===== src/core/uc_consts.svh =====
`ifndef UC_CONSTS_SVH
`define UC_CONSTS_SVH
// How it works
// - Four interrupt sources, each enabled separately
// - Enabled transmitter interrupt flags empty holding register
// - Status shows only highest pending interrupt
// - Modem interrupts lowest, hidden behind higher ones
// - Data and time-out share level, enable bit 0
// - Data interrupt once count reaches trigger in DMA mode 1
// - No time-out while receive FIFO empty
// - Time-out restarts at stop middle, data read
// - Time-out fires after four character times
// - Channel owns its own baud generator
// - Generator accepts external input clock well below the pclk rate
// - Divisor 1..65535 makes 16x sample clock
// - Divisor split into high and low bytes
// - Status bits 5,6: space and transmitter empty
// - FIFO control bit 3 selects DMA mode
// - DMA mode 0 interrupts per transfer
// - DMA mode 1 interrupts on FIFO levels
// - Loop-back joins transmit to receive internally
// - Loop-back feeds modem inputs from control bits
// - Loop-back keeps interrupts; deltas in low bits

// Register byte offsets
`define UC_OFF_DATA  12'h000
`define UC_OFF_IER   12'h004
`define UC_OFF_ISR   12'h008
`define UC_OFF_LCR   12'h00c
`define UC_OFF_MCR   12'h010
`define UC_OFF_LSR   12'h014
`define UC_OFF_MSR   12'h018
`define UC_OFF_SPR   12'h01c
`define UC_OFF_DLL   12'h020
`define UC_OFF_DLM   12'h024

// Interrupt identification codes
`define UC_ID_NONE   4'h1
`define UC_ID_LINE   4'h6
`define UC_ID_RDATA  4'h4
`define UC_ID_TOUT   4'hc
`define UC_ID_THR    4'h2
`define UC_ID_MODEM  4'h0

// Field positions
`define UC_FCR_EN    0
`define UC_FCR_RXRST 1
`define UC_FCR_TXRST 2
`define UC_FCR_DMA   3
`define UC_MCR_OUT   3
`define UC_MCR_LOOP  4

// FIFO and timing
`define UC_FIFO_DEPTH 5'h10
`define UC_NOFIFO_CAP 5'h01
`define UC_TRIG_0     5'h01
`define UC_TRIG_1     5'h04
`define UC_TRIG_2     5'h08
`define UC_TRIG_3     5'h0e
`define UC_SAMPLES    16
`define UC_MID_SAMPLE 4'h7
`define UC_LAST_SAMP  4'hf
`define UC_STOP_BIT   4'h9
`define UC_CHAR_BITS  10
`define UC_TOUT_CHARS 4
`define UC_TOUT_TICKS (`UC_TOUT_CHARS * `UC_CHAR_BITS * `UC_SAMPLES)
`endif


===== src/core/uc_pkg.sv =====
package uc_pkg;
  typedef enum logic [0:0] {UC_TX_IDLE = 1'b0, UC_TX_SHIFT = 1'b1} uc_tx_type;
  typedef enum logic [0:0] {UC_RX_IDLE = 1'b0, UC_RX_BUSY = 1'b1} uc_rx_type;

  // Whole channel state; pin samples are held inverted so reset to zero is idle
  typedef struct packed {
    logic [5:0]        s1;
    logic [5:0]        s2;
    logic [5:0]        s3;
    logic [5:0]        filt;
    logic [3:0]        interrupt_enable_register;
    logic [7:0]        fifo_control_register;
    logic [7:0]        lcr;
    logic [4:0]        modem_control_register;
    logic [7:0]        spr;
    logic [7:0]        dll;
    logic [7:0]        baud_divisor_high_byte;
    logic [15:0]       bdiv;
    logic [15:0][7:0]  txm;
    logic [15:0][9:0]  rxm;
    logic [3:0]        twp;
    logic [3:0]        trp;
    logic [3:0]        rwp;
    logic [3:0]        rrp;
    logic [4:0]        tcnt;
    logic [4:0]        rcnt;
    uc_tx_type         tst;
    logic [3:0]        tsub;
    logic [3:0]        tbit;
    logic [8:0]        tsh;
    logic              txo;
    uc_rx_type         rst;
    logic [3:0]        rsub;
    logic [3:0]        rbit;
    logic [7:0]        rsh;
    logic [9:0]        tout;
    logic              toutf;
    logic              oe;
    logic              thri;
    logic              temp_prev;
    logic [3:0]        dmsr;
    logic [3:0]        mprev;
    logic [31:0]       rdata;
  } uc_state_type;
endpackage


===== src/core/uc_uart_channel.sv =====
`include "uc_consts.svh"
module uc_uart_channel (
  // Clock and reset
  input  wire logic        pclk,
  input  wire logic        presetn,
  // APB slave
  input  wire logic [11:0] paddr,
  input  wire logic        psel,
  input  wire logic        penable,
  input  wire logic        pwrite,
  input  wire logic [31:0] pwdata,
  input  wire logic [3:0]  pstrb,
  output logic      [31:0] prdata,
  output logic             pready,
  output logic             pslverr,
  // Baud time base
  input  wire logic        oscillator_input,
  // Serial line
  input  wire logic        rx,
  output logic             tx,
  // Modem control
  input  wire logic        cts_n,
  input  wire logic        dsr_n,
  input  wire logic        ri_n,
  input  wire logic        cd_n,
  output logic             dtr_n,
  output logic             rts_n,
  output logic             op_n,
  output logic             irq
);
  import uc_pkg::*;

  uc_state_type s;
  uc_state_type n;

  logic        setup;
  logic        acc;
  logic        rd_acc;
  logic        wr_acc;
  logic        map_ok;
  logic [31:0] rd;
  logic        tick;
  logic        osc_edge;
  logic        loop;
  logic        fifo_en;
  logic        dma;
  logic [4:0]  cap;
  logic [4:0]  trig;
  logic [4:0]  trig_eff;
  logic        rxi;
  logic [9:0]  head;
  logic        dr;
  logic        thr_space;
  logic        thr_empty;
  logic        temt;
  logic [7:0]  line_status_register;
  logic [3:0]  mcur;
  logic [3:0]  id;
  logic        tpush;
  logic        tpop;
  logic        rpush;
  logic        rpop;
  logic        ier_rise;
  logic [15:0] div;

  assign setup  = psel & ~penable;
  assign acc    = psel & penable;
  assign rd_acc = acc & ~pwrite;
  assign wr_acc = acc & pwrite & pstrb[0];
  assign loop   = s.modem_control_register[`UC_MCR_LOOP];
  assign fifo_en = s.fifo_control_register[`UC_FCR_EN];
  assign dma     = s.fifo_control_register[`UC_FCR_DMA];
  assign cap     = fifo_en ? `UC_FIFO_DEPTH : `UC_NOFIFO_CAP;
  assign head    = s.rxm[s.rrp];
  assign dr      = (s.rcnt != 5'h00);
  assign thr_space = (s.tcnt < cap);
  assign thr_empty = (s.tcnt == 5'h00);
  assign temt      = thr_empty & (s.tst == UC_TX_IDLE);
  assign div       = {s.baud_divisor_high_byte, s.dll};

  always_comb begin
    case (s.fifo_control_register[7:6])
      2'b00:   trig = `UC_TRIG_0;
      2'b01:   trig = `UC_TRIG_1;
      2'b10:   trig = `UC_TRIG_2;
      default: trig = `UC_TRIG_3;
    endcase
  end

  // Mode 0 raises data interrupt per character, mode 1 per block
  assign trig_eff = (fifo_en & dma) ? trig : `UC_TRIG_0;

  // Loop-back: receiver hears own transmitter, pins cut off
  assign rxi = loop ? s.txo : s.filt[4];

  // Modem levels {cd, ri, dsr, cts}, active high
  assign mcur = loop ? {s.modem_control_register[2], s.modem_control_register[`UC_MCR_OUT], s.modem_control_register[1], s.modem_control_register[0]}
                     : {s.filt[0], s.filt[1], s.filt[2], s.filt[3]};

  assign line_status_register = {fifo_en & dr & (head[9] | head[8]), temt, thr_space,
                dr & head[9], dr & head[8], 1'b0, s.oe, dr};

  // Single highest-priority source reported
  always_comb begin
    if (s.interrupt_enable_register[2] & (s.oe | (dr & (head[9] | head[8])))) begin
      id = `UC_ID_LINE;
    end else if (s.interrupt_enable_register[0] & dr & s.toutf) begin
      id = `UC_ID_TOUT;
    end else if (s.interrupt_enable_register[0] & (s.rcnt >= trig_eff)) begin
      id = `UC_ID_RDATA;
    end else if (s.interrupt_enable_register[1] & s.thri) begin
      id = `UC_ID_THR;
    end else if (s.interrupt_enable_register[3] & (|s.dmsr)) begin
      id = `UC_ID_MODEM;
    end else begin
      id = `UC_ID_NONE;
    end
  end

  always_comb begin
    map_ok = 1'b1;
    rd     = 32'h0000_0000;
    case (paddr)
      `UC_OFF_DATA: rd = {24'h00_0000, head[7:0]};
      `UC_OFF_IER:  rd = {28'h000_0000, s.interrupt_enable_register};
      `UC_OFF_ISR:  rd = {24'h00_0000, fifo_en, fifo_en, 2'b00, id};
      `UC_OFF_LCR:  rd = {24'h00_0000, s.lcr};
      `UC_OFF_MCR:  rd = {27'h000_0000, s.modem_control_register};
      `UC_OFF_LSR:  rd = {24'h00_0000, line_status_register};
      `UC_OFF_MSR:  rd = {24'h00_0000, loop ? 4'h0 : mcur, s.dmsr};
      `UC_OFF_SPR:  rd = {24'h00_0000, s.spr};
      `UC_OFF_DLL:  rd = {24'h00_0000, s.dll};
      `UC_OFF_DLM:  rd = {24'h00_0000, s.baud_divisor_high_byte};
      default:      map_ok = 1'b0;
    endcase
  end

  // Oscillator is a pin: accept its rising edge once stages 2 and 3 agree
  assign osc_edge = (s.s2[5] == s.s3[5]) & s.filt[5] & ~s.s2[5];

  always_comb begin
    n        = s;
    tick     = 1'b0;
    tpush    = 1'b0;
    tpop     = 1'b0;
    rpush    = 1'b0;
    rpop     = 1'b0;
    ier_rise = 1'b0;

    n.s1 = ~{oscillator_input, rx, cts_n, dsr_n, ri_n, cd_n};
    n.s2 = s.s1;
    n.s3 = s.s2;
    for (int i = 0; i < 6; i++) begin
      if (s.s2[i] == s.s3[i]) begin
        n.filt[i] = s.s2[i];
      end
    end

    // 16x tick; zero divisor stops the generator
    if (osc_edge && div != 16'h0000) begin
      if (s.bdiv >= div - 16'h0001) begin
        n.bdiv = 16'h0000;
        tick   = 1'b1;
      end else begin
        n.bdiv = s.bdiv + 16'h0001;
      end
    end

    // Transmitter, fixed 8 data bits and one stop bit
    if (tick) begin
      case (s.tst)
        UC_TX_IDLE: begin
          if (!thr_empty) begin
            n.tsh  = {1'b1, s.txm[s.trp]};
            n.trp  = s.trp + 4'h1;
            tpop   = 1'b1;
            n.txo  = 1'b1;
            n.tsub = 4'h0;
            n.tbit = 4'h0;
            n.tst  = UC_TX_SHIFT;
          end
        end
        UC_TX_SHIFT: begin
          n.tsub = s.tsub + 4'h1;
          if (s.tsub == `UC_LAST_SAMP) begin
            n.tbit = s.tbit + 4'h1;
            if (s.tbit == `UC_STOP_BIT) begin
              n.txo = 1'b0;
              n.tst = UC_TX_IDLE;
            end else begin
              n.txo = ~s.tsh[0];
              n.tsh = {1'b1, s.tsh[8:1]};
            end
          end
        end
        default: n.tst = UC_TX_IDLE;
      endcase
    end

    // Receiver, samples each bit at its middle
    if (tick) begin
      case (s.rst)
        UC_RX_IDLE: begin
          if (rxi) begin
            n.rst  = UC_RX_BUSY;
            n.rsub = 4'h0;
            n.rbit = 4'h0;
          end
        end
        UC_RX_BUSY: begin
          n.rsub = s.rsub + 4'h1;
          if (s.rsub == `UC_MID_SAMPLE) begin
            n.rbit = s.rbit + 4'h1;
            if (s.rbit == 4'h0 && !rxi) begin
              n.rst = UC_RX_IDLE;
            end else if (s.rbit == `UC_STOP_BIT) begin
              n.rst  = UC_RX_IDLE;
              n.tout = 10'h000;
              rpush  = 1'b1;
            end else if (s.rbit != 4'h0) begin
              n.rsh = {~rxi, s.rsh[7:1]};
            end
          end
        end
        default: n.rst = UC_RX_IDLE;
      endcase
    end

    // Time-out runs only while data waits
    if (!dr) begin
      n.tout  = 10'h000;
      n.toutf = 1'b0;
    end else if (tick && !rpush) begin
      if (s.tout == 10'(`UC_TOUT_TICKS - 1)) begin
        n.toutf = 1'b1;
      end else begin
        n.tout = s.tout + 10'h001;
      end
    end

    if (setup && !pwrite) begin
      n.rdata = rd;
    end

    // Read side effects clear only what the captured answer showed
    if (rd_acc) begin
      case (paddr)
        `UC_OFF_DATA: begin
          if (dr) begin
            rpop  = 1'b1;
            n.rrp = s.rrp + 4'h1;
          end
          n.tout  = 10'h000;
          n.toutf = 1'b0;
        end
        `UC_OFF_ISR: begin
          if (s.rdata[3:0] == `UC_ID_THR) begin
            n.thri = 1'b0;
          end
        end
        `UC_OFF_LSR: n.oe = s.oe & ~s.rdata[1];
        `UC_OFF_MSR: n.dmsr = s.dmsr & ~s.rdata[3:0];
        default: ;
      endcase
    end

    if (wr_acc) begin
      case (paddr)
        `UC_OFF_DATA: begin
          n.thri = 1'b0;
          if (thr_space) begin
            tpush          = 1'b1;
            n.txm[s.twp]   = pwdata[7:0];
            n.twp          = s.twp + 4'h1;
          end
        end
        `UC_OFF_IER: begin
          n.interrupt_enable_register    = pwdata[3:0];
          ier_rise = pwdata[1] & ~s.interrupt_enable_register[1];
        end
        `UC_OFF_ISR: n.fifo_control_register = {pwdata[7:6], 2'b00, pwdata[3], 2'b00, pwdata[0]};
        `UC_OFF_LCR: n.lcr = pwdata[7:0];
        `UC_OFF_MCR: n.modem_control_register = pwdata[4:0];
        `UC_OFF_SPR: n.spr = pwdata[7:0];
        `UC_OFF_DLL: n.dll = pwdata[7:0];
        `UC_OFF_DLM: n.baud_divisor_high_byte = pwdata[7:0];
        default: ;
      endcase
    end

    // Receive push; overrun drops the new character
    if (rpush) begin
      if (s.rcnt >= cap && !rpop) begin
        n.oe = 1'b1;
        rpush = 1'b0;
      end else begin
        n.rxm[s.rwp] = {rxi & (s.rsh == 8'h00), rxi, s.rsh};
        n.rwp        = s.rwp + 4'h1;
      end
    end
    n.tcnt = s.tcnt + {4'h0, tpush} - {4'h0, tpop};
    n.rcnt = s.rcnt + {4'h0, rpush} - {4'h0, rpop};

    // FIFO resets; toggling enable flushes both sides
    if (wr_acc && paddr == `UC_OFF_ISR) begin
      if (pwdata[`UC_FCR_RXRST] || pwdata[`UC_FCR_EN] != fifo_en) begin
        n.rcnt = 5'h00;
        n.rwp  = 4'h0;
        n.rrp  = 4'h0;
      end
      if (pwdata[`UC_FCR_TXRST] || pwdata[`UC_FCR_EN] != fifo_en) begin
        n.tcnt = 5'h00;
        n.twp  = 4'h0;
        n.trp  = 4'h0;
      end
    end

    // Holding-empty event: on becoming empty, or on enabling while empty
    n.temp_prev = thr_empty;
    if (thr_empty && (!s.temp_prev || ier_rise)) begin
      n.thri = 1'b1;
    end

    // Modem deltas; set wins over a same-cycle clear
    n.mprev = mcur;
    n.dmsr  = n.dmsr | {mcur[3] ^ s.mprev[3], s.mprev[2] & ~mcur[2],
                        mcur[1] ^ s.mprev[1], mcur[0] ^ s.mprev[0]};
  end

  always_ff @(posedge pclk or negedge presetn) begin
    if (!presetn) begin
      s <= '0;
    end else begin
      s <= n;
    end
  end

  assign prdata  = s.rdata;
  assign pready  = 1'b1;
  assign pslverr = acc & ~map_ok;

  assign tx    = loop ? 1'b1 : ~s.txo;
  assign dtr_n = ~(s.modem_control_register[0] & ~loop);
  assign rts_n = ~(s.modem_control_register[1] & ~loop);
  assign op_n  = ~(s.modem_control_register[2] & ~loop);

  // Output gated by the OUT enable; mode 1 adds FIFO level requests
  assign irq = s.modem_control_register[`UC_MCR_OUT] & ((id != `UC_ID_NONE)
             | (fifo_en & dma & ((s.tcnt < `UC_FIFO_DEPTH) | (s.rcnt > trig))));
endmodule


===== config.mk =====
export PLATFORM = sky130hd
export DESIGN_NAME = uc_uart_channel
export DESIGN_NICKNAME = d
export VERILOG_FILES = /design/src/core/uc_pkg.sv /design/src/core/uc_uart_channel.sv
export VERILOG_INCLUDE_DIRS = /design/src /design/src/core
export SDC_FILE = /design/constraint.sdc
export NUM_CORES = 1
export LEC_CHECK = 0
export ABC_AREA = 1
export BUFFER_PORTS_ARGS = -buffer_cell sky130_fd_sc_hd__buf_2
export CORE_ASPECT_RATIO = 2
export CORE_MARGIN = 2
export CORE_UTILIZATION = 61
export CTS_CLUSTER_DIAMETER = 150
export DETAILED_ROUTE_END_ITERATION = 6
export PLACE_DENSITY_LB_ADDON = 0.12
export SYNTH_ARGS = -nofsm -noshare
export SYNTH_HDL_FRONTEND = slang
export SYNTH_SLANG_ARGS = --single-unit
export TNS_END_PERCENT = 10

===== constraint.sdc =====
create_clock -name pclk -period 5.1 [get_ports pclk]
set_input_delay 1.02 -clock pclk [delete_from_list [all_inputs] [get_ports pclk]]
set_output_delay 1.02 -clock pclk [all_outputs]
set_load 0.01 [all_outputs]

== Yosys cells after proc, flatten, opt, wreduce, memory -nomap -nowiden ==
Cells that the tools add are included.
Widths: inputs -> output; s select.

* Output and inout bits: 39
* Flip-flop bits (word level): 489
* Input bits: 59

* Reduce and logical (&&, ||, !) cells: 42
* Add/subtract/negate cells: 15
* Muxes and demuxes: 96
* Magnitude comparators: 12
* Bitwise gates (word level): 60
* Eq/ne operators: 30

{| class="wikitable"
|+ Operators with widths
! kind !! number
|-
| $bwmux 160 || 1
|-
| $bwmux 128 || 1
|-
| $pmux 8 s10 || 1
|-
| $mux 4 || 17
|-
| $mux 10 || 6
|-
| $eq 12x5->1 const B || 4
|-
| $mux 8 || 6
|-
| $bmux 10 s4 || 1
|-
| $demux 10 s4 || 1
|-
| $mux 1 || 39
|-
| $pmux 19 s2 || 1
|-
| $mux 11 || 3
|-
| $add 4x1->4 const B || 8
|-
| $bmux 8 s4 || 1
|-
| $demux 8 s4 || 1
|-
| $and 1x1->1 || 30
|-
| $mux 26 || 1
|-
| $eq 12x4->1 const B || 2
|-
| $eq 12x6->1 const B || 2
|-
| $mux 22 || 1
|-
| $lt 4x5->1 const B || 4
|-
| $mux 5 || 4
|-
| $reduce_and 2->1 || 10
|-
| $mux 19 || 1
|-
| 55 further kinds || 109
|}

== Depth between registers and ports, before layout ==
* Word-level depth: 16
* Gate-level depth with buffers: 29
* Mapped depth without buffers: 28

== Worst setup path before layout ==
Ideal clock, no wire load.

* Path type: flip-flop to flip-flop
* From: register s (netlist bit div[0])
* To: register s[94] (netlist name)
* Data arrival time: 4238 ps
* Data required time: 5037 ps
* Cell stages (with the launch flop): 29
* Slack: 799 ps
* Library setup time: 63 ps
* Cell sequence: dfrtp_1 > inv_1 > ha_1 > nand2_1 > nor2_2 > nand2_1 > nor3_1 > a32o_1 > inv_1 > ha_1 > nand2_1 > inv_1 > nand3_1 > nor3_1 > nand3_1 > nand3_2 > nand4_4 > buf_4 > buf_2 > ha_1 > inv_1 > ha_1 > fa_1 > nand2_1 > a21oi_1 > nor2_1 > xor2_1 > nand2_1 > inv_1

{| class="wikitable"
|+ RTL lines
! element !! line !! RTL
|-
| start: declaration || uc_uart_channel.sv:33 || <nowiki>uc_state_type s;</nowiki>
|-
| start signal: assignment || uc_uart_channel.sv:334 || <nowiki>s <= n;</nowiki>
|}

==> impl_results.md <==
* Critical Path Sink Type: flip-flop
* Wirelength per Cell at ~19 um
* Compound-Gate Fraction of Synth Area at 0.167
* Worst hold-check path type: reg -> reg
* Post-Synth Simple-Gate Area at 0.206
* Comb power frac at 0.053
* GR Overflow Total at 0
* Crit path DAT at 5.03 ns
* Fin cells at 3480
* Yosys warns at 0
* Switching power at 1.77 mW
* Hold buffers post-CTS at 0
* First-pass GRT wire length at ~110000 um
* Syn avg cell area at ~8 um2
* Number of buffers created by CTS at between 40 and 50
* Hold depth at 0
* Skew final at 0.0263 ns
* Top FF cell, synth: dfrtp_1
* Post-Route WL at 67300 um
* Worst r2r src: div[0]$_DFFE_PN0P_
* Post-synth top cells: nand2_1, dfrtp_1, o21ai_0
* CP Launch Type: flip-flop
* CTS tree: yes
* Ranking of synthesized cells by area: dfrtp_1, nand2_1, o21ai_0
* Highest Clock Rate at 221 MHz
* Antenna-violating nets left at 0
* Maximum VDD drop at between 0.3 and 0.4 mV
* Vias at 20000
* R2r setup slk at about 0.57 ns
* Layout cells sized above 1 at 0.0791
* Worst-margin pin slew at 1.11 ns
* Adder-Cell Fraction of Synth Area at 0.0371
* Worst Hold Path EP: n[480]$_DFF_PN0_
* Tcrit/Tclk final at 0.889
* Multiplexer share of the synthesized area at 0.000418
* # fillers at 3234
* Die width at 144 um
* Area growth syn-to-layout at 7.67%
* Sequential share of power at 0.491
* Mapped Area at about 24000 um2
* Antenna violations before repair at 1
* Design area at 25800 um2
* DRT Pass-1 Iters at 5
* Largest net degree at the start of global routing at 104
* Syn Inst Count at 2970
* Worst r2r path cells at 27
* Initial DRC count at 1398
* Setup Crit Path Kind: reg -> reg
* Yosys top cell area share at 0.486
* Total Die Area at 40900 um2
* H-tree Lvls at 2
* Max-slew violation count at 0
* Largest area contributor in the synthesized netlist: dfrtp_1
* Longest Clk Path Bufs at 3
* Register area share after synthesis at 0.486
* Avg Vias per Cell at 5.74
* Asr flop ratio synth at 1.00
* EDFF count, synth at 0
* Number of I/O port buffers at 45
* Internal power at 5.90 mW
* P per Cell Area at 297 nW/um2
* Setup TNS at 0 ns
* Status: completed
* Final hold vios at 0
* CP max FO at 9
* GRT Total Usage at 0.336
* Total Nets Final at 3052
* Clock sinks at 465
* Worst-Skew Late Latency at 0.58 ns
* Placed cells at 3403
* Core area at 38700 um2
* RSZ-0062 raised after global routing: false
* Synth Register Bits at roughly 470
* Max_cap viols at 0
* Routability congestion estimate from global placement at 0.958
* Drt drc at 0
* Most common cell in the synthesized netlist: nand2_1
* Clk root buf: clkbuf_16
* Die H at 284 um
* Worst r2r dst: s[94]$_DFF_PN0_
* Post-synthesis cell type count at 57
* Worst-path clk slew at 0.07 ns
* Crit path time final at 4.53 ns
* Row cnt at a little over 100
* Placed cell area at 24200 um2
* Crit path required time at 5.60 ns
* Largest family of logic cells by synthesized area: simple AND/OR/NAND/NOR gates
* Final HPWL DP at 47900 um
* Vias in the first global route at around 20000
* Top Ports at a little under 100
* Final setup fails at 0
* Starting Density at 0.619
* Post-CTS setup buffers at 0
* Clk pwr share at 0.456
* Leak at 12.7 nW
* Slowest stage cell, crit path: fa_1
* Max-slew headroom at 0.258
* Largest stage delay, worst path at 0.42 ns
* Switching power share of the total at 0.231
* Hold wc startpoint: n[486]$_DFF_PN0_
* Synth Area in XOR/XNOR at 0.0150
-- cell type report --
class / instances / area [um2] / area share
Sequential cell: 465 / 11600 / 0.452
Multi-Input combinational cell: 2048 / 10300 / 0.399
Clock buffer: 55 / 1180 / 0.0459
Inverter: 294 / 1110 / 0.0430
Tap cell: 520 / 651 / 0.0253
Timing Repair Buffer: 76 / 556 / 0.0216
Clock inverter: 20 / 333 / 0.0129
Antenna cell: 2 / 5.00 / 0.000194
-- critical path, delay by kind of cell, from the launching register on --
family	cells	cell delay, ns
AND/OR/NAND/NOR	13	1.62
adder cells (fa/ha/maj)	5	1.45
buffers and inverters	6	0.57
flip-flops	1	0.40
AO/OA/AOI/OAI	2	0.26
XOR/XNOR	1	0.15
-- cell usage in the layout, fill, tap and decap left out, drive strengths merged, types with 3 or more instances in the layout --
master	count
o22ai	45
nand4	15
nor4	9
inv	292
dfrtp	465
a21oi	116
ha	63
clkinv	13
nor3b	3
a31oi	4
xor2	31
nand3	134
xnor2	10
nor2	212
maj3	6
buf	76
nand2	750
o211ai	9
conb	25
o31ai	3
or2	4
bufinv	8
nor3	32
clkbuf	55
o21ai	553
-- cell families after synthesis --
family | Yosys count
and+or+nand+nor | 1162
xor gates and xnor gates | 41
other | 2
adders and majority gates | 71
buffers and inverters | 480
AOI/OAI and AO/OA | 748
DFF | 465
muxes | 1
-- layer usage --
layer,vias to the layer above,GRT usage,routed length (um)
met5,-,0,0
met4,0,0.287,6860
met3,271,0.0404,3410
met2,721,0.589,34500
met1,9459,0.348,22600
li1,9533,-,-
-- metrics by stage --
stage               total power [mW]  hold WS (ns)   util  setup slack (ns)
detailed placement              4.24         0.335  0.627             0.530
global route                    7.91         0.352  0.666             0.130
CTS                             7.72         0.348  0.666             0.455
finish                          7.66         0.348  0.666             0.568
floorplan                       4.06         0.331      -             0.799
global placement                4.22         0.332  0.627             0.561
-- flip-flops by register name, indices dropped and copies added, names as in the netlist --
| register | flops |
|---|---|
| div | 16 |
| fifo_en | 1 |
| n | 12 |
| prdata | 8 |
| line_status_register | 1 |
| loop | 1 |
| s | 425 |
| dma | 1 |
-- power by group through the flow --
stage | registers [mW] | clock network, mW | logic (mW)
finish | 3.76 | 3.49 | 0.408
global route | 3.76 | 3.69 | 0.462
CTS | 3.76 | 3.55 | 0.410
detailed placement | 3.83 | 0 | 0.408
global placement | 3.83 | 0 | 0.397
floorplan | 3.82 | 0 | 0.240
-- worst max-delay path by stage --
stage	from	end	slack, ns	cells after the start
after floorplan	div[0]$_DFFE_PN0P_	s[94]$_DFF_PN0_	0.80	28
after global placement	div[0]$_DFFE_PN0P_	s[94]$_DFF_PN0_	0.56	27
after detailed placement	div[0]$_DFFE_PN0P_	s[94]$_DFF_PN0_	0.53	27
after CTS	div[0]$_DFFE_PN0P_	s[94]$_DFF_PN0_	0.46	27
after global routing	div[0]$_DFFE_PN0P_	s[94]$_DFF_PN0_	0.13	28
final	div[0]$_DFFE_PN0P_	s[94]$_DFF_PN0_	0.57	27
-- what timing repair did --
| item | in CTS | in global routing |
|---|---|---|
| endpoints found under the hold margin | 0 | 0 |
| setup endpoints to repair | 0 | 1 |
| gates resized for setup | 0 | 1 |
No activity file was read; power rests on OpenSTA's default activity.
